### src/logic/irq_reset_cfg.svh
`ifndef IRQ_RESET_CFG_SVH
`define IRQ_RESET_CFG_SVH
// register addresses (five-bit field of the address byte)
`define ADDR_IRQ_MASK     5'h04
`define ADDR_IRQ_FLAGS    5'h05
`define ADDR_RESET_MASK   5'h06
`define ADDR_SYS_STATUS   5'h0C
// bit positions shared by the mask and flag registers
`define BIT_BUS_EDGE      5
`define BIT_OVERTEMP      4
`define BIT_UNDERVOLT     3
`define BIT_OVERVOLT      2
`define BIT_OVERCURRENT   1
// reset mask register bits
`define BIT_THERMAL_TEST  7
`define BIT_OV_RESET_EN   1
`define BIT_OT_RESET_EN   0
// system status register bits
`define BIT_SS_OUT_OC     5
`define BIT_SS_UV         3
`define BIT_SS_OV         2
`define BIT_SS_HB_OC      1
`define BIT_SS_OT         0
// reset values
`define IRQ_MASK_RESET    8'h00
`define IRQ_FLAGS_RESET   8'h00
`define RESET_MASK_RESET  8'h00
// frame length in sampling edges
`define FRAME_EDGES       16
// serial clock limit and core clock
`define SCK_MAX_MHZ       4
`define CORE_MHZ          250
`endif

### src/logic/irq_reset_pkg.sv
package irq_reset_pkg;
  // decoded command of one finished frame
  typedef struct packed {
    logic       write;   // one for a write frame
    logic [4:0] addr;    // register address
    logic [7:0] data;    // write data byte
  } frame_cmd_t;
endpackage

### src/logic/pin_sync.sv
`timescale 1ns/1ps
// three-stage synchroniser with agreement of the last two stages
module pin_sync #(
  parameter int           WIDTH = 1,
  parameter logic [WIDTH-1:0] INIT = '0
) (
  input  wire logic             clk,
  input  wire logic             rst_n,
  input  wire logic [WIDTH-1:0] din,
  output      logic [WIDTH-1:0] dout
);
  logic [WIDTH-1:0] s1_q;  // metastable stage, read only by s2
  logic [WIDTH-1:0] s2_q;  // second stage
  logic [WIDTH-1:0] s3_q;  // third stage

  initial begin
    if (WIDTH < 1) $error("pin_sync width must be positive");
  end

  // shift chain
  always_ff @(posedge clk) begin
    if (!rst_n) begin
      s1_q <= INIT;
      s2_q <= INIT;
      s3_q <= INIT;
    end else begin
      s1_q <= din;
      s2_q <= s1_q;
      s3_q <= s2_q;
    end
  end

  // a bit changes only once stages two and three agree
  always_ff @(posedge clk) begin
    if (!rst_n) begin
      dout <= INIT;
    end else begin
      for (int i = 0; i < WIDTH; i++) begin
        if (s2_q[i] == s3_q[i]) begin
          dout[i] <= s3_q[i];
        end
      end
    end
  end
endmodule

### src/logic/spi_frame.sv
`timescale 1ns/1ps
`include "irq_reset_cfg.svh"
// serial slave: shifts out on sck rise, samples on sck fall
module spi_frame
  import irq_reset_pkg::*;
(
  input  wire logic       clk,
  input  wire logic       rst_n,
  input  wire logic       sel_n,      // synchronised slave select
  input  wire logic       sck,        // synchronised serial clock
  input  wire logic       mosi,       // synchronised data in
  input  wire logic [7:0] status,     // system status byte
  input  wire logic [7:0] rdata,      // data of addressed register
  output      logic [4:0] rd_addr,    // address to read
  output      logic       miso,       // data out
  output      logic       miso_oe,    // low impedance while selected
  output      logic       cmd_valid,  // one-cycle pulse on accepted write
  output      frame_cmd_t cmd         // accepted command
);
  logic       sel_prev_q;  // select one cycle ago
  logic       sck_prev_q;  // clock one cycle ago
  logic [4:0] cnt_q;       // sampling edges seen, saturates at 31
  logic [15:0] rx_q;       // received bits
  logic [15:0] tx_q;       // bits to send
  logic       sel_fall;
  logic       sel_rise;
  logic       sck_rise;
  logic       sck_fall;
  logic       parity_ok;

  assign sel_fall = sel_prev_q && !sel_n;
  assign sel_rise = !sel_prev_q && sel_n;
  assign sck_rise = !sck_prev_q && sck && !sel_n;
  assign sck_fall = sck_prev_q && !sck && !sel_n;
  // the read address is used at the eighth falling edge, before that shift,
  // when the address bits still sit just above the unused bit
  assign rd_addr  = rx_q[5:1];
  // even parity over the write bit and address
  assign parity_ok = (^rx_q[15:10]) == rx_q[8];

  // edge history
  always_ff @(posedge clk) begin
    if (!rst_n) begin
      sel_prev_q <= 1'b1;
      sck_prev_q <= 1'b0;
    end else begin
      sel_prev_q <= sel_n;
      sck_prev_q <= sck;
    end
  end

  // receive path and edge counting
  always_ff @(posedge clk) begin
    if (!rst_n) begin
      cnt_q <= 5'h00;
      rx_q  <= 16'h0000;
    end else if (sel_fall) begin
      cnt_q <= 5'h00;
    end else if (sck_fall) begin
      rx_q <= {rx_q[14:0], mosi};
      if (cnt_q != 5'h1F) begin
        cnt_q <= cnt_q + 5'h01;
      end
    end
  end

  // transmit path: status byte first, register byte loaded after 8 edges
  // register data is captured at the falling edge that samples the parity bit
  always_ff @(posedge clk) begin
    if (!rst_n) begin
      tx_q <= 16'h0000;
      miso <= 1'b0;
    end else if (sel_fall) begin
      tx_q <= {status, 8'h00};
    end else if (sck_fall && cnt_q == 5'h07) begin
      tx_q[15:8] <= rdata;
    end else if (sck_rise) begin
      miso <= tx_q[15];
      tx_q <= {tx_q[14:0], 1'b0};
    end
  end

  // output enable follows select
  always_ff @(posedge clk) begin
    if (!rst_n) begin
      miso_oe <= 1'b0;
    end else begin
      miso_oe <= !sel_n;
    end
  end

  // commit write at select rise if count and parity are right
  always_ff @(posedge clk) begin
    if (!rst_n) begin
      cmd_valid <= 1'b0;
      cmd       <= '0;
    end else begin
      cmd_valid <= sel_rise && cnt_q == 5'(`FRAME_EDGES) && !rx_q[15]
                   && parity_ok;
      cmd.write <= !rx_q[15];
      cmd.addr  <= rx_q[14:10];
      cmd.data  <= rx_q[7:0];
    end
  end
endmodule

### src/logic/irq_reset_ctrl.sv
`timescale 1ns/1ps
`include "irq_reset_cfg.svh"
// What this block does
// - all interrupt sources disabled after reset
// - undervoltage sets flag, gated interrupt
// - supply faults force high-side transistors off
// - overvoltage sets flag, gated interrupt
// - stop mode blocks voltage, temperature detection, except on the reset line
// - overtemperature sets flag, gated interrupt
// - bus falling edge interrupts, wakes in stop
// - any overcurrent sets flag, gated interrupt
// - only enabled wake events wake system
// - bus edge flag cleared by one only
// - condition flags ignore clear while present
// - overcurrent flag read-only, cleared via status
// - each enable gates its own flag
// - overtemperature reset only when enabled
// - logic supply low always pulls reset
// - overvoltage reset only when enabled
// - watchdog timeout pulls reset line
// - low reset line is external reset
// - test bit lowers thermal threshold
// - two-byte frames, serial clock up to 4 MHz
// - select starts frame; out rise, in fall
// - exactly sixteen sampling edges accepted
// - write commits at select rise; tristate
// - even parity checked on writes only
// - first returned byte is system status
// - open-drain active-low interrupt output
module irq_reset_ctrl
  import irq_reset_pkg::*;
(
  input  wire logic       CLOCK,
  input  wire logic       RSTN,
  input  wire logic       SEL_N,             // slave select pin
  input  wire logic       SERIAL_CLOCK_PIN,  // serial clock pin
  input  wire logic       MOSI,
  output      logic       MISO,
  output      logic       MISO_OE,
  input  wire logic       BUS_RX,            // bus receiver level
  input  wire logic       UNDERVOLT,         // supply below low threshold
  input  wire logic       OVERVOLT,          // supply above high threshold
  input  wire logic       OVERTEMP,          // chip above temperature threshold
  input  wire logic       HB_OVERCURRENT,    // any half-bridge overcurrent
  input  wire logic       OUT_OVERCURRENT,   // switched supply overcurrent
  input  wire logic       LOGIC_SUPPLY_LOW,  // logic supply below reset level
  input  wire logic       SUPPLY_HIGH,       // supply above reset level
  input  wire logic       WATCHDOG_TIMEOUT,  // autonomous watchdog expired
  input  wire logic       STOP_MODE,         // device in stop mode
  input  wire logic       RESET_IN,          // level of shared reset wire
  output      logic       IRQ_N_OUT,         // always low, drives with enable
  output      logic       IRQ_OE,            // high while pulling irq low
  output      logic       RESET_N_OUT,       // always low, drives with enable
  output      logic       RESET_OE,          // high while pulling reset low
  output      logic       EXT_RESET,         // external reset seen
  output      logic       HIGH_SIDE_OFF,     // force high-side transistors off
  output      logic       WAKEUP,            // wake micro and main regulator
  output      logic       THERMAL_TEST       // lowered thermal threshold
);

  ////////////////////////////////////////////////////////////////////////////
  // synchronisers for pins
  ////////////////////////////////////////////////////////////////////////////

  localparam int IN_W = 14;  // number of asynchronous inputs
  logic [IN_W-1:0] raw;      // raw pin vector
  logic [IN_W-1:0] syn;      // filtered pin vector
  logic sel_n_s, sck_s, mosi_s, bus_s, uv_s, ov_s, ot_s;
  logic hb_oc_s, out_oc_s, lsl_s, sh_s, wd_s, stop_s, rst_pin_s;

  // serial clock must be slow enough for three-stage sampling
  initial begin
    if (`SCK_MAX_MHZ * 8 > `CORE_MHZ) $error("core clock too slow for serial clock");
  end

  assign raw = {SEL_N, SERIAL_CLOCK_PIN, MOSI, BUS_RX, UNDERVOLT, OVERVOLT,
                OVERTEMP, HB_OVERCURRENT, OUT_OVERCURRENT, LOGIC_SUPPLY_LOW,
                SUPPLY_HIGH, WATCHDOG_TIMEOUT, STOP_MODE, RESET_IN};
  assign {sel_n_s, sck_s, mosi_s, bus_s, uv_s, ov_s, ot_s, hb_oc_s,
          out_oc_s, lsl_s, sh_s, wd_s, stop_s, rst_pin_s} = syn;

  // idle levels: select high, bus recessive, reset wire high
  pin_sync #(
    .WIDTH (IN_W),
    .INIT  (14'h2401)
  ) u_sync (
    .clk   (CLOCK),
    .rst_n (RSTN),
    .din   (raw),
    .dout  (syn)
  );

  ////////////////////////////////////////////////////////////////////////////
  // registers
  ////////////////////////////////////////////////////////////////////////////

  logic [7:0] irq_mask_q;    // interrupt enable mask
  logic [7:0] reset_mask_q;  // reset source mask
  logic       bus_edge_flag_q;
  logic       overtemp_flag_q;
  logic       undervoltage_flag_q;
  logic       overvoltage_flag_q;
  logic       hb_oc_q;       // half-bridge overcurrent status
  logic       out_oc_q;      // switched output overcurrent status
  logic       bus_prev_q;    // bus level one cycle ago
  logic [7:0] irq_flags;     // flag register view
  logic [7:0] sys_status;    // system status view
  logic [7:0] rdata;         // read mux
  logic [4:0] rd_addr;
  logic       cmd_valid;
  frame_cmd_t cmd;
  logic       wr_mask, wr_flags, wr_rmask, wr_status;
  logic       bus_fall;
  logic       overcurrent_flag;
  logic       uv_det, ov_det, ot_det;
  logic [7:0] pending;

  // a mask bit decoded from an accepted write
  function automatic logic one_at(input logic [7:0] d, input int b);
    return d[b];
  endfunction

  assign wr_mask   = cmd_valid && cmd.addr == `ADDR_IRQ_MASK;
  assign wr_flags  = cmd_valid && cmd.addr == `ADDR_IRQ_FLAGS;
  assign wr_rmask  = cmd_valid && cmd.addr == `ADDR_RESET_MASK;
  assign wr_status = cmd_valid && cmd.addr == `ADDR_SYS_STATUS;
  assign bus_fall  = bus_prev_q && !bus_s;

  // detectors are blinded in stop mode
  assign uv_det = uv_s && !stop_s;
  assign ov_det = ov_s && !stop_s;
  assign ot_det = ot_s && !stop_s;

  // overcurrent flag formed from both status bits
  assign overcurrent_flag = hb_oc_q || out_oc_q;

  // flag register image, unused bits read zero
  always_comb begin
    irq_flags = 8'h00;
    irq_flags[`BIT_BUS_EDGE]    = bus_edge_flag_q;
    irq_flags[`BIT_OVERTEMP]    = overtemp_flag_q;
    irq_flags[`BIT_UNDERVOLT]   = undervoltage_flag_q;
    irq_flags[`BIT_OVERVOLT]    = overvoltage_flag_q;
    irq_flags[`BIT_OVERCURRENT] = overcurrent_flag;
  end

  // status image; only the bits this block owns are filled
  always_comb begin
    sys_status = 8'h00;
    sys_status[`BIT_SS_OUT_OC] = out_oc_q;
    sys_status[`BIT_SS_UV]     = undervoltage_flag_q;
    sys_status[`BIT_SS_OV]     = overvoltage_flag_q;
    sys_status[`BIT_SS_HB_OC]  = hb_oc_q;
    sys_status[`BIT_SS_OT]     = overtemp_flag_q;
  end

  // read multiplexer; unmapped addresses read zero
  always_comb begin
    unique case (rd_addr)
      `ADDR_IRQ_MASK:   rdata = irq_mask_q;
      `ADDR_IRQ_FLAGS:  rdata = irq_flags;
      `ADDR_RESET_MASK: rdata = reset_mask_q;
      `ADDR_SYS_STATUS: rdata = sys_status;
      default:          rdata = 8'h00;
    endcase
  end

  ////////////////////////////////////////////////////////////////////////////
  // serial slave
  ////////////////////////////////////////////////////////////////////////////

  logic miso_d, miso_oe_d;  // outputs of the frame engine

  spi_frame u_spi (
    .clk       (CLOCK),
    .rst_n     (RSTN),
    .sel_n     (sel_n_s),
    .sck       (sck_s),
    .mosi      (mosi_s),
    .status    (sys_status),
    .rdata     (rdata),
    .rd_addr   (rd_addr),
    .miso      (miso_d),
    .miso_oe   (miso_oe_d),
    .cmd_valid (cmd_valid),
    .cmd       (cmd)
  );

  // register the pin drivers so outputs come from flops
  always_ff @(posedge CLOCK) begin
    if (!RSTN) begin
      MISO    <= 1'b0;
      MISO_OE <= 1'b0;
    end else begin
      MISO    <= miso_d;
      MISO_OE <= miso_oe_d && !sel_n_s;
    end
  end

  ////////////////////////////////////////////////////////////////////////////
  // mask registers
  ////////////////////////////////////////////////////////////////////////////

  // interrupt mask: only the five enable bits are writable
  always_ff @(posedge CLOCK) begin
    if (!RSTN) begin
      irq_mask_q <= `IRQ_MASK_RESET;
    end else if (wr_mask) begin
      irq_mask_q <= cmd.data & 8'h3E;
    end
  end

  // reset mask: test bit and two reset enables
  always_ff @(posedge CLOCK) begin
    if (!RSTN) begin
      reset_mask_q <= `RESET_MASK_RESET;
    end else if (wr_rmask) begin
      reset_mask_q <= cmd.data & 8'h83;
    end
  end

  ////////////////////////////////////////////////////////////////////////////
  // sticky flags; a set in the same cycle as a clear wins
  ////////////////////////////////////////////////////////////////////////////

  // bus edge history
  always_ff @(posedge CLOCK) begin
    if (!RSTN) begin
      bus_prev_q <= 1'b1;
    end else begin
      bus_prev_q <= bus_s;
    end
  end

  // bus edge flag: one clears, zero has no effect
  always_ff @(posedge CLOCK) begin
    if (!RSTN) begin
      bus_edge_flag_q <= 1'b0;
    end else if (bus_fall) begin
      bus_edge_flag_q <= 1'b1;
    end else if (wr_flags && one_at(cmd.data, `BIT_BUS_EDGE)) begin
      bus_edge_flag_q <= 1'b0;
    end
  end

  // condition flags: a clear is refused while the condition holds
  always_ff @(posedge CLOCK) begin
    if (!RSTN) begin
      overtemp_flag_q     <= 1'b0;
      undervoltage_flag_q <= 1'b0;
      overvoltage_flag_q  <= 1'b0;
    end else begin
      if (ot_det) begin
        overtemp_flag_q <= 1'b1;
      end else if (wr_flags && one_at(cmd.data, `BIT_OVERTEMP)) begin
        overtemp_flag_q <= 1'b0;
      end
      if (uv_det) begin
        undervoltage_flag_q <= 1'b1;
      end else if (wr_flags && one_at(cmd.data, `BIT_UNDERVOLT)) begin
        undervoltage_flag_q <= 1'b0;
      end
      if (ov_det) begin
        overvoltage_flag_q <= 1'b1;
      end else if (wr_flags && one_at(cmd.data, `BIT_OVERVOLT)) begin
        overvoltage_flag_q <= 1'b0;
      end
    end
  end

  // overcurrent status bits, cleared only through the status register
  always_ff @(posedge CLOCK) begin
    if (!RSTN) begin
      hb_oc_q  <= 1'b0;
      out_oc_q <= 1'b0;
    end else begin
      if (hb_oc_s) begin
        hb_oc_q <= 1'b1;
      end else if (wr_status && one_at(cmd.data, `BIT_SS_HB_OC)) begin
        hb_oc_q <= 1'b0;
      end
      if (out_oc_s) begin
        out_oc_q <= 1'b1;
      end else if (wr_status && one_at(cmd.data, `BIT_SS_OUT_OC)) begin
        out_oc_q <= 1'b0;
      end
    end
  end

  ////////////////////////////////////////////////////////////////////////////
  // interrupt, wake-up and protection outputs
  ////////////////////////////////////////////////////////////////////////////

  // each enable gates only its own flag
  assign pending = irq_flags & irq_mask_q;

  // open-drain interrupt, level while any pair is pending
  always_ff @(posedge CLOCK) begin
    if (!RSTN) begin
      IRQ_N_OUT <= 1'b0;
      IRQ_OE    <= 1'b0;
    end else begin
      IRQ_N_OUT <= 1'b0;
      IRQ_OE    <= |pending;
    end
  end

  // wake only on an enabled wake source while stopped
  always_ff @(posedge CLOCK) begin
    if (!RSTN) begin
      WAKEUP <= 1'b0;
    end else begin
      WAKEUP <= stop_s && pending[`BIT_BUS_EDGE];
    end
  end

  // high-side shutdown on either supply fault, low sides untouched
  always_ff @(posedge CLOCK) begin
    if (!RSTN) begin
      HIGH_SIDE_OFF <= 1'b0;
    end else begin
      HIGH_SIDE_OFF <= uv_det || ov_det;
    end
  end

  // test bit drives the thermal threshold select
  always_ff @(posedge CLOCK) begin
    if (!RSTN) begin
      THERMAL_TEST <= 1'b0;
    end else begin
      THERMAL_TEST <= reset_mask_q[`BIT_THERMAL_TEST];
    end
  end

  ////////////////////////////////////////////////////////////////////////////
  // reset line
  ////////////////////////////////////////////////////////////////////////////

  // logic supply low is unmaskable; watchdog always resets
  always_ff @(posedge CLOCK) begin
    if (!RSTN) begin
      RESET_N_OUT <= 1'b0;
      RESET_OE    <= 1'b0;
    end else begin
      RESET_N_OUT <= 1'b0;
      RESET_OE    <= lsl_s
                     || wd_s
                     || (sh_s && reset_mask_q[`BIT_OV_RESET_EN])
                     || (ot_s && reset_mask_q[`BIT_OT_RESET_EN]);
    end
  end

  logic [4:0] oe_hist_q;  // recent pull history, spans the pin sync delay

  // a low wire that we are not pulling is an external reset; our own release
  // needs a few cycles to reach the synced pin, so that span is waited out
  always_ff @(posedge CLOCK) begin
    if (!RSTN) begin
      oe_hist_q <= 5'h00;
      EXT_RESET <= 1'b0;
    end else begin
      oe_hist_q <= {oe_hist_q[3:0], RESET_OE};
      EXT_RESET <= !rst_pin_s && !RESET_OE && oe_hist_q == 5'h00;
    end
  end
endmodule

### config.mk
export PLATFORM = sky130hd
export DESIGN_NAME = irq_reset_ctrl
export DESIGN_NICKNAME = d
export VERILOG_FILES = /design/src/logic/irq_reset_pkg.sv /design/src/logic/pin_sync.sv /design/src/logic/spi_frame.sv /design/src/logic/irq_reset_ctrl.sv
export VERILOG_INCLUDE_DIRS = /design/src /design/src/logic
export SDC_FILE = /design/constraint.sdc
export NUM_CORES = 1
export LEC_CHECK = 0
export ABC_AREA = 1
export BUFFER_PORTS_ARGS = -buffer_cell sky130_fd_sc_hd__buf_2
export CAP_MARGIN = 15
export CORE_MARGIN = 1.5
export CORE_UTILIZATION = 60
export CTS_CLUSTER_SIZE = 24
export DETAILED_ROUTE_END_ITERATION = 10
export PLACE_DENSITY = 0.9
export SLEW_MARGIN = 10
export SYNTH_ARGS = -nofsm -noshare
export SYNTH_HDL_FRONTEND = slang
export SYNTH_SLANG_ARGS = --single-unit
### constraint.sdc
create_clock -name CLOCK -period 2.3 [get_ports CLOCK]
set_input_delay 0 -clock CLOCK [delete_from_list [all_inputs] [get_ports CLOCK]]
set_output_delay 0 -clock CLOCK [all_outputs]
set_load 0.05 [all_outputs]
Yosys cells after proc, flatten, opt, wreduce, memory -nomap -nowiden

Cells that the tools add are included.

Register bits: 131
Input port bits: 16
Output and inout bits: 10
Logic and storage cells: 153

Add/subtract/negate cells: 1
Equal/unequal tests: 26
Mux-type cells: 17
Bitwise gates (word level): 4
Reduce and logical (&&, ||, !) cells: 59

Operators by type and width:

| operator              | count |
|---|---|
| $eq A5 B3 Y1 const B  | 7 |
| $pmux W8 S4           | 1 |
| $logic_and A1 B1 Y1   | 30 |
| $mux W16              | 1 |
| $mux W8               | 2 |
| $eq A1 B1 Y1          | 15 |
| $mux W14              | 1 |
| $reduce_bool A2 Y1    | 7 |
| $mux W1               | 12 |
| $eq A5 B4 Y1 const B  | 2 |
| $logic_not A1 Y1      | 9 |
| $reduce_or A8 Y1      | 1 |
| $and A6 B6 Y6         | 1 |
| $reduce_xor A6 Y1     | 1 |
| $add A5 B1 Y5 const B | 1 |
| $eq A5 B5 Y1 const B  | 1 |
| $logic_not A5 Y1      | 1 |
| $logic_or A1 B1 Y1    | 5 |
| $ne A5 B5 Y1 const B  | 1 |
| $reduce_and A2 Y1     | 2 |
| $not A1 Y1            | 3 |
| $reduce_and A3 Y1     | 1 |
| $reduce_bool A3 Y1    | 1 |
| $reduce_or A2 Y1      | 1 |

Longest topological paths before layout

Gate-level depths: netlist of run 1.

Depth in word-level cells: 6
Depth in mapped cells: 9
Gate-level depth less buffers: 9

Cells and area by module

From an unflattened synthesis of run 1, not the netlist that was laid out.

Cells, all modules: 669
Area total of the unflattened synthesis: 5112.4 um^2

Modules (own cells, without submodules):

| module         | times used | cells each | area each (um^2) | sequential area each (um^2) |
|---|---|---|---|---|
| spi_frame      | 1          | 291        | 2128.3           | 960.9 |
| pin_sync       | 1          | 200        | 1737.9           | 1121.1 |
| irq_reset_ctrl | 1          | 178        | 1246.2           | 560.5 |

Worst setup path after synthesis of run 1

No wires, ideal clock.

Path type: reg-to-reg
Start: register u_spi.cnt_q[0]
End: register u_spi.cnt_q[3]
Library setup time: 0.122 ns
Arrival time: 1.233 ns
Required time: 2.178 ns
Slack: 0.946 ns
Cell stages (with the launch flop): 9
Path buffers: 0
Clock period less this slack: 1.354 ns
Cell sequence: dfxtp_1 ha_1 nand2_1 nor2_1 ha_1 inv_1 nand2_1 o21ai_0 a21oi_1

Word-level cells in the longest chain between the ends: 2
Elaborated cells on any way between the ends: 3
Those cells by class: add/sub: 1; eq/ne: 1; reduce/logical: 1

Ends and longest elaborated chain:

| element                                                               | line            | text |
|---|---|---|
| start: declaration                                                    | spi_frame.sv:22 | `logic [4:0] cnt_q;` |
| start signal: assignment                                              | spi_frame.sv:62 | `cnt_q <= cnt_q + 5'h01;` |
| parallel branches: the longest is 2 deep, another holds $add A5 B1 Y5 | n/a             |  |

Parallel ways; which one is timed is not known.
A chain may end at the register's enable or synchronous reset.

Worst setup path after layout of run 1

Start: register u_sync.dout[13]
End: register u_spi.rx_q[13]

Word-level cells in the longest chain between the ends: 4
Elaborated cells on any way between the ends: 5
Those cells by class: bitwise: 1; reduce/logical: 4

Ends and longest elaborated chain:

| element                          | line                             | text |
|---|---|---|
| start: declaration               | pin_sync.sv:10                   | `output logic [WIDTH-1:0] dout` |
| start signal: indexed assignment | pin_sync.sv:40                   | `dout[i] <= s3_q[i];` |
| $logic_not A1 Y1 *               | spi_frame.sv:31, spi_frame.sv:34 |  |
| $logic_and A1 B1 Y1              | spi_frame.sv:31                  | `assign sel_fall = sel_prev_q && !sel_n;` |
| $not A1 Y1 (no line)             | n/a                              |  |
| $reduce_and A2 Y1 (no line) *    | n/a                              |  |
| end signal: assignment           | spi_frame.sv:60                  | `rx_q <= {rx_q[14:0], mosi};` |
| end: declaration                 | spi_frame.sv:23                  | `logic [15:0] rx_q;` |

Every way passes the cells marked *; elsewhere a longest branch is shown, timed or not.

==> results of run 1 <==
tightest hold or removal path, cell delays in order:
cell	delay, ns
sky130_fd_sc_hd__dlygate4sd3_1	0.51
sky130_fd_sc_hd__buf_2	0.09
sky130_fd_sc_hd__nand2_1	0.04
sky130_fd_sc_hd__inv_1	0.04
cell type report:
type                            count  area share [%]
Clock buffer                       18            7.71
Tap cell                           99            2.23
Multi-Input combinational cell    333            28.3
Timing Repair Buffer               41            5.23
Inverter                           95            6.54
Clock inverter                     14            3.04
Sequential cell                   130            46.9
through the flow:
step           total power [uW]  hold WS (ns)
6_report                   5100         0.189
3_3_place_gp               2430         0.179
5_1_grt                    5230         0.190
3_5_place_dp               2430         0.183
4_1_cts                    5090         0.178
2_1_floorplan              2410        0.0976
power by group through the flow:
stage	sequential, uW	clock [uW]	combinational [uW]
finish	2300	2690	113
global route	2300	2800	124
floorplan	2340	0	66.2
CTS	2300	2680	112
global placement	2340	0	84.0
detailed placement	2350	0	87.4
sequential cells by signal, summed over array words and instances (netlist names), 3 cells and up:
signal,cells
u_spi.rx_q,16
u_sync.dout,14
u_sync.s1_q,14
u_sync.s2_q,14
u_sync.s3_q,14
u_spi.cmd,12
u_spi.tx_q,8
irq_mask_q,5
oe_hist_q,5
u_spi.cnt_q,5
reset_mask_q,3
cell families (layout without fill, tap and decap cells):
logic type,after synthesis,count (layout)
flops,130,130
compound gates,95,95
other cells,1,2
buf+inv,112,168
fa+ha+maj,4,4
simple gates,226,226
xor+xnor,6,6
metal layers:
| metal | vias up | GRT usage (%) |
|---|---|---|
| met4 | 0 | 14.3 |
| met3 | 33 | 7.24 |
| met2 | 181 | 47.9 |
| met1 | 1782 | 30.2 |
| li1 | 1865 | - |
| met5 | - | 0 |
worst max-delay path by stage:
| stage | endpoint | slack, ns | from |
|---|---|---|---|
| floorplan | u_spi.cnt_q[3] | 0.95 | u_spi.cnt_q[0] |
| global placement | u_spi.tx_q[12] | 0.79 | u_sync.dout[13] |
| detailed placement | u_spi.rx_q[12] | 0.67 | u_sync.dout[13] |
| CTS | u_spi.tx_q[15] | 0.62 | u_sync.dout[13] |
| global route | irq_mask_q[3] | 0.39 | u_spi.cmd_valid |
| finish | u_spi.rx_q[13] | 0.53 | u_sync.dout[13] |
layout by cell type, fill, tap and decap left out, types with 3 or more instances in the layout:
master,count
sky130_fd_sc_hd__a21oi_1,52
sky130_fd_sc_hd__buf_2,23
sky130_fd_sc_hd__clkbuf_16,16
sky130_fd_sc_hd__clkinv_4,6
sky130_fd_sc_hd__dfxtp_1,130
sky130_fd_sc_hd__dlygate4sd3_1,16
sky130_fd_sc_hd__ha_1,3
sky130_fd_sc_hd__inv_1,92
sky130_fd_sc_hd__inv_6,4
sky130_fd_sc_hd__nand2_1,105
sky130_fd_sc_hd__nand2_2,3
sky130_fd_sc_hd__nand3_1,26
sky130_fd_sc_hd__nand4_1,4
sky130_fd_sc_hd__nor2_1,63
sky130_fd_sc_hd__nor3_1,5
sky130_fd_sc_hd__o21ai_0,36
sky130_fd_sc_hd__o21bai_1,5
sky130_fd_sc_hd__or2_2,11
sky130_fd_sc_hd__xnor2_1,3
sky130_fd_sc_hd__xor2_1,3
==> results, run 1 <==
- The destination of the worst hold path is u_sync.s1_q[2].
- The area added between synthesis and finish is 20.3%.
- The startpoint of the lowest-slack register-to-register path is u_sync.dout[13].
- The area of all placed cells without fillers is between 5000 and 6000 um2.
- For the worst setup path, the data arrival time is around 2.2 ns.
- Adding up every negative setup slack in the final design gives 0 ns.
- The library cell used as clock root buffer is sky130_fd_sc_hd__clkbuf_8.
- The CTS H-tree depth is 4.
- For the pin with the worst max-slew slack, the measured transition is ~0.6 ns.
- The worst register-to-register path ends at u_spi.rx_q[13].
- The start point of the worst min-delay path is WATCHDOG_TIMEOUT.
- The area share of and/or/nand/nor cells after synthesis is between 20% and 30%.
- The area share of fa/ha/maj cells after synthesis is between 1 and 1.5%.
- Registers take ~2600 um2.
- In this run the count of I/O pins placed on the die edge is 26.
- The class of the most critical setup path is reg -> reg.
- Of the synthesized area, sequential elements account for between 50% and 60%.
- Of the post-synthesis cell area, the dominant cell type holds between 50% and 60%.
- The chip width is around 91 um.
- The data required time of the worst path is roughly 2.7 ns.
- The critical path runs through a total of 4 cells.
- Global routing consumed, over all layers together, between 20% and 30% of the routing resources.
- Yosys attributes the largest share of cell area to sky130_fd_sc_hd__dfxtp_1 (56%), sky130_fd_sc_hd__nand2_1 (8.5%), sky130_fd_sc_hd__inv_1 (7.5%).
- Across the run, the number of max-cap violations was 0.
- Sequential cells account for a little under half of the total power.
- The area of the mapped netlist is about 4600 um2.
- No sink is reached through more buffers than the 2 on the longest clock path.
- The critical path goes through inv_1 -> nand2_1 -> nand3_1 -> a21oi_1.
- The endpoint type of the worst setup path is a flop.
- The initial antenna violation count came to 0.
- The number of rows created at floorplan is 31.
- OpenSTA, run right after detailed placement, puts the worst setup slack at roughly 0.67 ns.
- The clock tree from TritonCTS is done.
- The number of global-route vias before repair is just under 4000.
- The gate family responsible for the most delay along the worst path is simple AND/OR/NAND/NOR gates.
- Summed over all nets, the switching power comes to 1160 uW.
- The number of buffers added by the clock tree synthesis step is 17.
- The most frequently used cell type in the post-synthesis netlist is sky130_fd_sc_hd__dfxtp_1.
- The number of setup buffers added after CTS is 0.
- The final layout contains 637 nets.
- The synthesized area divided by synthesized cell count is about 8 um2.
- The run finished with clean final reports.
- The maximum clock frequency is about 0.57 GHz.
- The combinational share of power is around 2.2%.
- The synthesis warning total is 0.
- Fill cells in the final layout number 420.
- The largest net degree at the start of global routing is just under 70.
- Leaving out filler cells and counting taps, the final layout contains 730.
- The highest signal layer in the routed design is met4.
- Of all nets on the critical path, the largest fanout is 13.
- The net switching share of the total power is a little under a quarter.
- The setup-violating endpoint count in the final report is 0.
- The worst-case reg-to-reg path depth is 4.
- The XOR/XNOR share of the synthesized area is under 10%.
- In the synthesized netlist, mux cells make up 0% of the area.
- Cells with a size suffix above 1 make up approximately an eighth of the layout.
- The detailed-route wire length on metal 1 is 4240 um.
- The setup check on the worst reg-to-reg path leaves a slack of 0.53 ns.
- Once detailed placement completed, the half-perimeter wirelength came to between 5000 and 6000 um.
- The clock period could shrink to about 1.8 ns.
- At the end of routability-driven placement, the weighted congestion stood at between 0.8 and 0.9.
- After clock tree synthesis, the repair step resized 0 gates.
- The clock transition at the registers of the reported paths is 0.07 ns.
- Once placement finished, the instance area stood at 4790 um2.
- The total iterations of the first detailed-routing run is 8.
- The setup clock skew after layout is between 0.015 and 0.02 ns.
- The static leakage power is ~0.0027 uW.
- In the routed design, unresolved DRC markers number 0.
- The internal power of the cells totals 3940 uW.
- In this run, the clock network consumes between 50% and 60% of the power.
- The number of placed instances with taps included is just under 700.
- Across all setup checks in the final design, the least slack found is between 0.5 and 0.6 ns.
- The number of pins with negative max-slew slack in the final report was 0.
- The first-iteration detailed-routing DRC count is 346.
- The detailed-route vias per instance is 5.29.
- The final clock period utilization by the worst path is 76.9%.
- The relative max-transition margin is 59.0%.
- The commonest cells after synthesis are sky130_fd_sc_hd__dfxtp_1 (130), sky130_fd_sc_hd__nand2_1 (105), sky130_fd_sc_hd__inv_1 (92).
- The die extent in y is between 90 and 100 um.
- In this run the remaining antenna-violating nets after routing total 0.
- The number of buffers and inverters on the critical path is 1.
- The number of failing hold endpoints at the final stage came to 0.
- The antenna cell count is 0.
- The path class of the tightest hold or removal check is in -> reg.
- Dividing total power by cell area gives a power density of 919 nW/um2.
- The routed length on met2 is between 5000 and 6000 um.
- The dominant synthesized flop cell is sky130_fd_sc_hd__dfxtp_1.
- After global routing the overflow that remains totals 0.
- Once the floorplan was initialized, standard cells occupied 62.9% of the core.
- The worst setup path is launched from a flop.
- Setup repair after global routing left no endpoint under its margin.
- The number of cells traversed by the worst hold path is 4.
- The first global-routing pass estimated between 15000 and 20000 um of wire.
- The synthesized netlist devotes 10.6% of its cell area to compound gates.
- The area of the placeable core is between 7000 and 8000 um2.
- In this run, synthesis inferred 0 flip-flops with an integrated enable.
- The biggest area contributor in the post-synthesis netlist is sky130_fd_sc_hd__dfxtp_1.
- In this run, synthesis produced a sequential element count of 130.
- Port buffering added 23 buffers.
- For this block, the routed nets add up to roughly 11000 um of wire.
- At the later pin of the worst-skew pair, clock insertion delay measures 0.53 ns.
- The area enclosed by the die boundary is roughly 8000 um2.
- The final core utilization is between 70% and 80%.
- Hold repair after CTS inserted 16 buffers.
- The worst IR drop on VDD is around 0.62 mV.
- For this design, the slowest cell found on the critical path is sky130_fd_sc_hd__dfxtp_1.
- Dividing the detail-routed wire length by the instance count gives 14.6 um.
- Synthesis instantiated 31 different standard cells from the library.
- The via total after detailed routing is slightly below 4000.
- By area, the combinational part of the netlist is dominated by simple AND/OR/NAND/NOR gates.
- The share of flip-flops with an asynchronous set or reset after synthesis is 0%.
- The stage delay of the slowest cell on the critical path is 0.44 ns.
- The gate count of the mapped netlist is 574.
- Wire segments on met3 add up to 642 um in the final route.
- The multi-input combinational cells in the finished layout cover a total of about 1600 um2.
- The clock sink total is 130.
No activity file was read; power rests on OpenSTA's default activity.
==> run 2, diff against run 1 <==
CORE_UTILIZATION = 54   (was 60)
PLACE_DENSITY = 0.86   (was 0.9)
clock period = 1.5 ns   (was 2.3 ns; I/O delays follow)
==> run 2 against run 1 <==
  * Cell count increased by 3.3%
  * Critical endpoint is now u_spi.rx_q[4]
  * Global-route usage decreased by 1.2 points
  * Largest power group unchanged
  * Register-to-register slack got worse by 0.49 ns
==> results, run 2 (same netlist as run 1, synthesis figures left out) <==
- The signal on the critical path passes through inv_1 -> nor3_4 -> buf_4 -> nand2_2 -> buf_4 -> nor2_1 -> a21oi_1.
- Across all layers, the routed design uses 3940 vias.
- Cells fill between 60% and 70% of the core in the end.
- 0 antenna diodes ended up in the layout.
- The critical path buffer and inverter count is 3.
- Once placement completed, the tool counted placed cells totaling about 700.
- After layout, the design draws a total of about 8000 uW.
- After clock tree synthesis, the clock-pin slew on the worst setup and hold paths is around 0.06 ns.
- The critical path's most frequent cell is sky130_fd_sc_hd__buf_4.
- The static leakage power is ~0.0028 uW.
- The data required time of the worst path is around 1.9 ns.
- The flow ran to the end, and the final reports show no timing, DRC or antenna violations.
- The detailed-route DRC error count is 0.
- The die is roughly 95 um wide.
- The data arrival time of the critical path is ~1.9 ns.
- The CTS H-tree depth is 4.
- In this run the worst path has a maximum fanout of 8.
- Counting flops per register, the top entry is u_spi.rx_q.
- Across the routed clock network, the largest skew measured is slightly above 0.008 ns.
- The number of pins with negative max-slew slack in the final report is 0.
- Leaving out fill and tap cells, the most frequent cell in the layout is sky130_fd_sc_hd__dfxtp_1.
- The total power divided by cell area is 1350 nW/um2.
- The number of failing hold endpoints at the final stage is 0.
- The mean routed wirelength per cell is 14.5 um.
- The floorplan has 33 rows.
- The largest net degree at the start of global routing is a little over 80.
- Detailed placement ended at an HPWL of 5760 um.
- The layout net count is 656.
- In this run, CTS created clock tree buffers numbering 17.
- The count of buffers from port buffering is 23.
- The die covers 9100 um2.
- The first global-routing pass estimated about 18000 um of wire.
- Across the run, the number of max-cap violations was 0.
- In the layout the commonest cells are sky130_fd_sc_hd__dfxtp_1 (128), sky130_fd_sc_hd__nand2_1 (102), sky130_fd_sc_hd__inv_1 (91).
- Clock tree synthesis selected as its root buffer the cell sky130_fd_sc_hd__clkbuf_8.
- 26 I/O pins were placed.
- Once the floorplan was initialized, standard cells occupied between 50% and 60% of the core.
- In the finished design, the share of the clock period the worst path needs comes to 97.6%.
- The worst-case clock buffer depth is 2.
- The critical path's slowest cell is sky130_fd_sc_hd__nor3_4.
- The clock latency on the worst-skew pair is 0.53 ns.
- The area of placed instances is 4880 um2.
- The worst IR drop on VDD is 0.984 mV.
- The endpoint type of the worst setup path is a flop.
- The area of the placeable core is 8260 um2.
- The clock net in this run drives a total of 130 sinks.
- The number of global-route vias before repair is ~4000.
- The total iterations of the first detailed-routing run is 5.
- The final antenna-violating net count is 0.
- The fraction of layout cells with a size suffix above 1 is between 10% and 20%.
- The initial antenna violation count was 0.
- The time the final worst path needs with I/O delays and setup is around 1.5 ns.
- Derived from the worst setup path, the maximum achievable clock frequency is just under 0.7 GHz.
- The total congestion overflow is 0.
- TritonCTS built the clock tree.
- The post-route non-filler standard cell count is between 700 and 800.
- The global placer's final weighted congestion is approximately 0.9.
- The class of the most critical setup path is reg -> reg.
- The critical path launch point type is a flop.
- The first-iteration detailed-routing DRC count is just over 300.
- The detailed-route vias per instance is 5.23.
- The setup-violating endpoint count in the final report is 0.
- The flip-flop count of the largest register after layout is 16.
- The area of all placed cells without fillers is 5770 um2.
- The area added between synthesis and finish is 25.1%.
- The die extent in y is between 90 and 100 um.
- The total routed wirelength is 10900 um.
- The class of the tightest hold or removal check is in -> reg.
- For this run, the slowest stage of the critical path takes around 0.32 ns.
- For this run, the total global-route usage over all layers was measured as a little over a quarter.
- The kind of cell with the highest combined delay along the critical path is simple AND/OR/NAND/NOR gates.
run 2: cell type report:
type	count	area [um2]
Timing Repair Buffer	60	465
Clock inverter	7	97.6
Inverter	95	363
Fill cell	580	2490
Clock buffer	24	490
Multi-Input combinational cell	333	1620
Tap cell	105	131
Sequential cell	130	2610
run 2: worst paths after layout:
| check | endpoint | slack [ns] | cells after the start | startpoint |
|---|---|---|---|---|
| max | u_spi.rx_q[4] | 0.04 | 7 | u_spi.sck_prev_q |
| min | u_sync.s1_q[13] | 0.20 | 3 | SEL_N |
| max reg2reg | u_spi.rx_q[4] | 0.04 | 7 | u_spi.sck_prev_q |
| min reg2reg | u_sync.s2_q[5] | 0.41 | 2 | u_sync.s1_q[5] |
run 2: worst register-to-register path, cell delays in order, from the launching register on:
cell and delay, ns:
sky130_fd_sc_hd__dfxtp_1 0.30, sky130_fd_sc_hd__inv_1 0.07, sky130_fd_sc_hd__nor3_4 0.32, sky130_fd_sc_hd__buf_4 0.17, sky130_fd_sc_hd__nand2_2 0.06, sky130_fd_sc_hd__buf_4 0.17
sky130_fd_sc_hd__nor2_1 0.15, sky130_fd_sc_hd__a21oi_1 0.09
run 2: stage by stage:
step | setup TNS, ns | hold slack, ns | setup WS [ns]
finish | 0 | 0.199 | 0.0366
global placement | 0 | 0.180 | 0.0949
global route | -0.00242 | 0.179 | -0.00242
floorplan | 0 | 0.0976 | 0.146
detailed placement | -0.0106 | 0.185 | -0.0106
CTS | -0.0630 | 0.185 | -0.0332
run 2: where the power goes:
| part | internal [uW] | leakage [uW] | switching [uW] |
|---|---|---|---|
| clock network | 2580 | 0.000284 | 1480 |
| registers | 3500 | 0.00106 | 23.1 |
| logic | 93.7 | 0.00148 | 109 |
| total | 6180 | 0.00282 | 1610 |
run 2: timing repair:
action | in CTS | in global routing
buffers inserted | 0 | 2
pin swaps | 0 | 2
hold buffers | 24 | 0
setup endpoints to repair | 5 | 23
endpoints found under the hold margin | 47 | 0
resized for setup | 2 | 18
run 2: routing by layer:
metal	wire length, um	part of all wire (%)	global-route usage [%]	up-vias
li1	-	-	-	1907
met5	0	0	0	-
met3	592	5.4	9.17	58
met1	4250	39	27.4	1811
met4	480	4.4	15.7	0
met2	5600	51	45.0	164
==> run 3, diff against run 2 <==
clock period = 1.2 ns   (was 1.5 ns; I/O delays follow)
==> run 3 against run 2 <==
  * The run now ends with setup timing left
  * Clock power grew 36%
  * Combinational power is 51% higher
  * Cell count up 4.8%
  * Maximum frequency down 0.46%
  * Critical endpoint is now u_spi.tx_q[8]
  * Wire length grew 40%
  * Critical path type unchanged
  * Register-to-register slack got worse by 0.31 ns
==> results, run 3 (same netlist as run 1, synthesis figures left out) <==
- At the worst endpoint, the arrival time is between 1.5 and 2 ns.
- Once placement finished, the instance area stood at 5090 um2.
- The count of cells in the finished layout, fillers not included, comes to 790.
- Counting every sink on the clock net gives 130.
- Entering global routing, the biggest net connects 18 pins.
- The count of nets left with antenna violations once routing finished came out at 0.
- Global routing finished with a remaining overflow of 0.
- The wire-length estimate of the detail-placed layout is slightly above 6000 um.
- The combinational share of power is around 3.0%.
- The design internal power is 7990 uW.
- For the worst flop-to-flop path, the logic depth is 8.
- The worst-case setup slack after placement is -0.144 ns.
- From bottom edge to top edge, the die measures ~95 um.
- The initial antenna violation count is 0.
- The net switching share of the total power is between 20 and 25%.
- The layout net count is a little under 700.
- The first global-routing pass estimated between 20000 and 25000 um of wire.
- Registers take 2610 um2.
- The final reports fail on setup timing.
- In this run, placement finished with an instance count of 718.
- Setup total negative slack on the finished layout was measured at -4.42 ns.
- The total power divided by cell area is 1570 nW/um2.
- The region available for standard cell placement spans slightly above 8000 um2.
- The register with the most flip-flops in the final layout is u_spi.rx_q.
- The number of pins with negative max-slew slack in the final report was 0.
- The antenna cell count is 0.
- Setup repair after global routing could not meet its margin everywhere.
- VDD sags by at most ~1.3 mV.
- The initial utilization of the core area, before any placement, comes to 55.8%.
- The number of rows created at floorplan is 33.
- The number of clock buffers added by TritonCTS is 17.
- The CTS H-tree depth is 4.
- The library cell used as clock root buffer is sky130_fd_sc_hd__clkbuf_8.
- Relative to the synthesized area, the layout overhead comes to 41.5%.
- The number of cells traversed by the worst hold path is 4.
- In the layout the commonest cells are sky130_fd_sc_hd__dfxtp_1 (123), sky130_fd_sc_hd__nand2_1 (95), sky130_fd_sc_hd__inv_1 (86).
- The first-iteration detailed-routing DRC count is about 440.
- The flip-flop count of the largest register after layout is 16.
- In the final routed layout, each cell accounts on average for about 19 um.
- The total I/O pin count is 26.
- Max-cap violations in this run came to 0.
- At the pin with the least slew margin, the transition time is 0.801 ns.
- The post-layout worst setup margin is -0.270 ns.
- The clock network accounts for between 50% and 60% of the total power.
- The endpoint type of the worst setup path is a flop.
- The most common library cell in the layout ignoring fill and taps is sky130_fd_sc_hd__dfxtp_1.
- The setup clock skew after layout is between 0.01 and 0.015 ns.
- The filler cell count in the final layout is about 430.
- The number of failing hold endpoints at the final stage was 0.
- In this run the power spent charging and discharging nets is between 2000 and 2500 uW.
- Of the available clock period, the critical path in the final layout requires 123%.
- After clock tree synthesis, the clock-pin slew on the worst setup and hold paths is about 0.060 ns.
- The time the final worst path needs with I/O delays and setup is about 1.5 ns.
- In the final layout, the multi-input gates occupy approximately 2000 um2.
- Measured against its own limit, the worst slew margin works out to a little under half.
- The clock tree from TritonCTS is done.
- The floorplan step set the die width to ~95 um.
- The clock latency on the worst-skew pair is ~0.54 ns.
- The flow ran to the end, but the final reports show violations.
- The maximum clock frequency is ~0.68 GHz.
- The number of global-route vias before repair was about 4300.
- The setup-violating endpoint count in the final report is 40.
- For this design the static power due to leakage is approximately 0.0031 uW.
- The via total after detailed routing is 4574.
- The global placer's final weighted congestion is between 0.8 and 0.9.
- The sequential group share of total power is ~43%.
- The detailed-route vias per instance is between 5 and 6.
- Cells with a size suffix above 1 make up 29.6% of the layout.
- Port buffering added 23 buffers.
- The critical path is of the reg -> reg type.
- STA puts the critical path data required time at about 1.7 ns.
- The area of all placed cells without fillers is 6530 um2.
- The die covers around 9100 um2.
- The worst setup path is launched from a flop.
- The clock passes through at most 2 buffers.
- Summed over all layers, the routed wires come to between 15000 and 20000 um.
- In the routed design, unresolved DRC markers number 0.
- The maximum fanout count along the critical path is 4.
- Before antenna repair, the detailed router went through 6 iterations.
- The class of the tightest hold or removal check is in -> reg.
- The global-route usage over all layers is roughly 30%.
- Once layout is complete, the utilization of the core stands at between 70% and 80%.
run 3: cell count changes in the layout (fill, tap and decap cells not counted), sizes merged:
cell / delta
buf: +30
bufinv: +2
clkbuf: -4
clkinv: +1
clkinvlp: +1
dlygate4sd3: +1
dlymetal6s4s: +4
inv: +1
run 3: power groups by stage:
stage	registers, uW	clock network [uW]	logic (uW)
5_1_grt	4410	5680	325
3_5_place_dp	4500	0	188
4_1_cts	4400	5390	278
2_1_floorplan	4490	0	127
6_report	4410	5530	307
3_3_place_gp	4490	0	180
run 3: path summary, 6_finish.rpt:
check	startpoint	to	slack (ns)
worst max-delay path	u_spi.rx_q[1]	u_spi.tx_q[8]	-0.27
worst min-delay path	RSTN	u_sync.s2_q[10]	0.04
worst max register to register	u_spi.rx_q[1]	u_spi.tx_q[8]	-0.27
worst min register to register	u_sync.s1_q[13]	u_sync.s2_q[13]	0.41
run 3: per-stage QoR:
stage	total power [uW]	hold slack (ns)
4_1_cts	10100	0.0256
3_5_place_dp	4680	0.187
5_1_grt	10400	0.0631
2_1_floorplan	4620	0.0976
3_3_place_gp	4670	0.180
6_report	10200	0.0434
run 3: final cells by class:
class | count | share of cell area (%)
Timing Repair Buffer | 96 | 12.5
Clock inverter | 12 | 2.74
Inverter | 95 | 5.65
Clock buffer | 19 | 6.77
Multi-Input combinational cell | 333 | 30.3
Tap cell | 105 | 2.01
Sequential cell | 130 | 40.0
run 3: worst max-delay path, cell delays in order (launching register included):
cell	delay, ns
sky130_fd_sc_hd__dfxtp_1	0.44
sky130_fd_sc_hd__inv_1	0.11
sky130_fd_sc_hd__nor2_1	0.17
sky130_fd_sc_hd__nand2_1	0.15
sky130_fd_sc_hd__nand3_1	0.15
sky130_fd_sc_hd__nand2_4	0.08
sky130_fd_sc_hd__nor2_1	0.16
sky130_fd_sc_hd__nor2_1	0.07
sky130_fd_sc_hd__nor2_1	0.08
run 3: routing by layer:
| layer | wire [um] | track usage (%) | vias up |
|---|---|---|---|
| li1 | - | - | 1980 |
| met1 | 5380 | 33.7 | 2087 |
| met2 | 7360 | 50.8 | 362 |
| met3 | 1310 | 8.29 | 145 |
| met4 | 1270 | 15.4 | 0 |
| met5 | 0 | 0 | - |
run 3: repair_timing:
item	CTS	global route
pin swaps	15	16
endpoints found under the setup margin	39	56
cloned	1	2
hold buffers	29	0
gates resized for setup	38	92
endpoints found under the hold margin	37	0
setup buffers	5	5
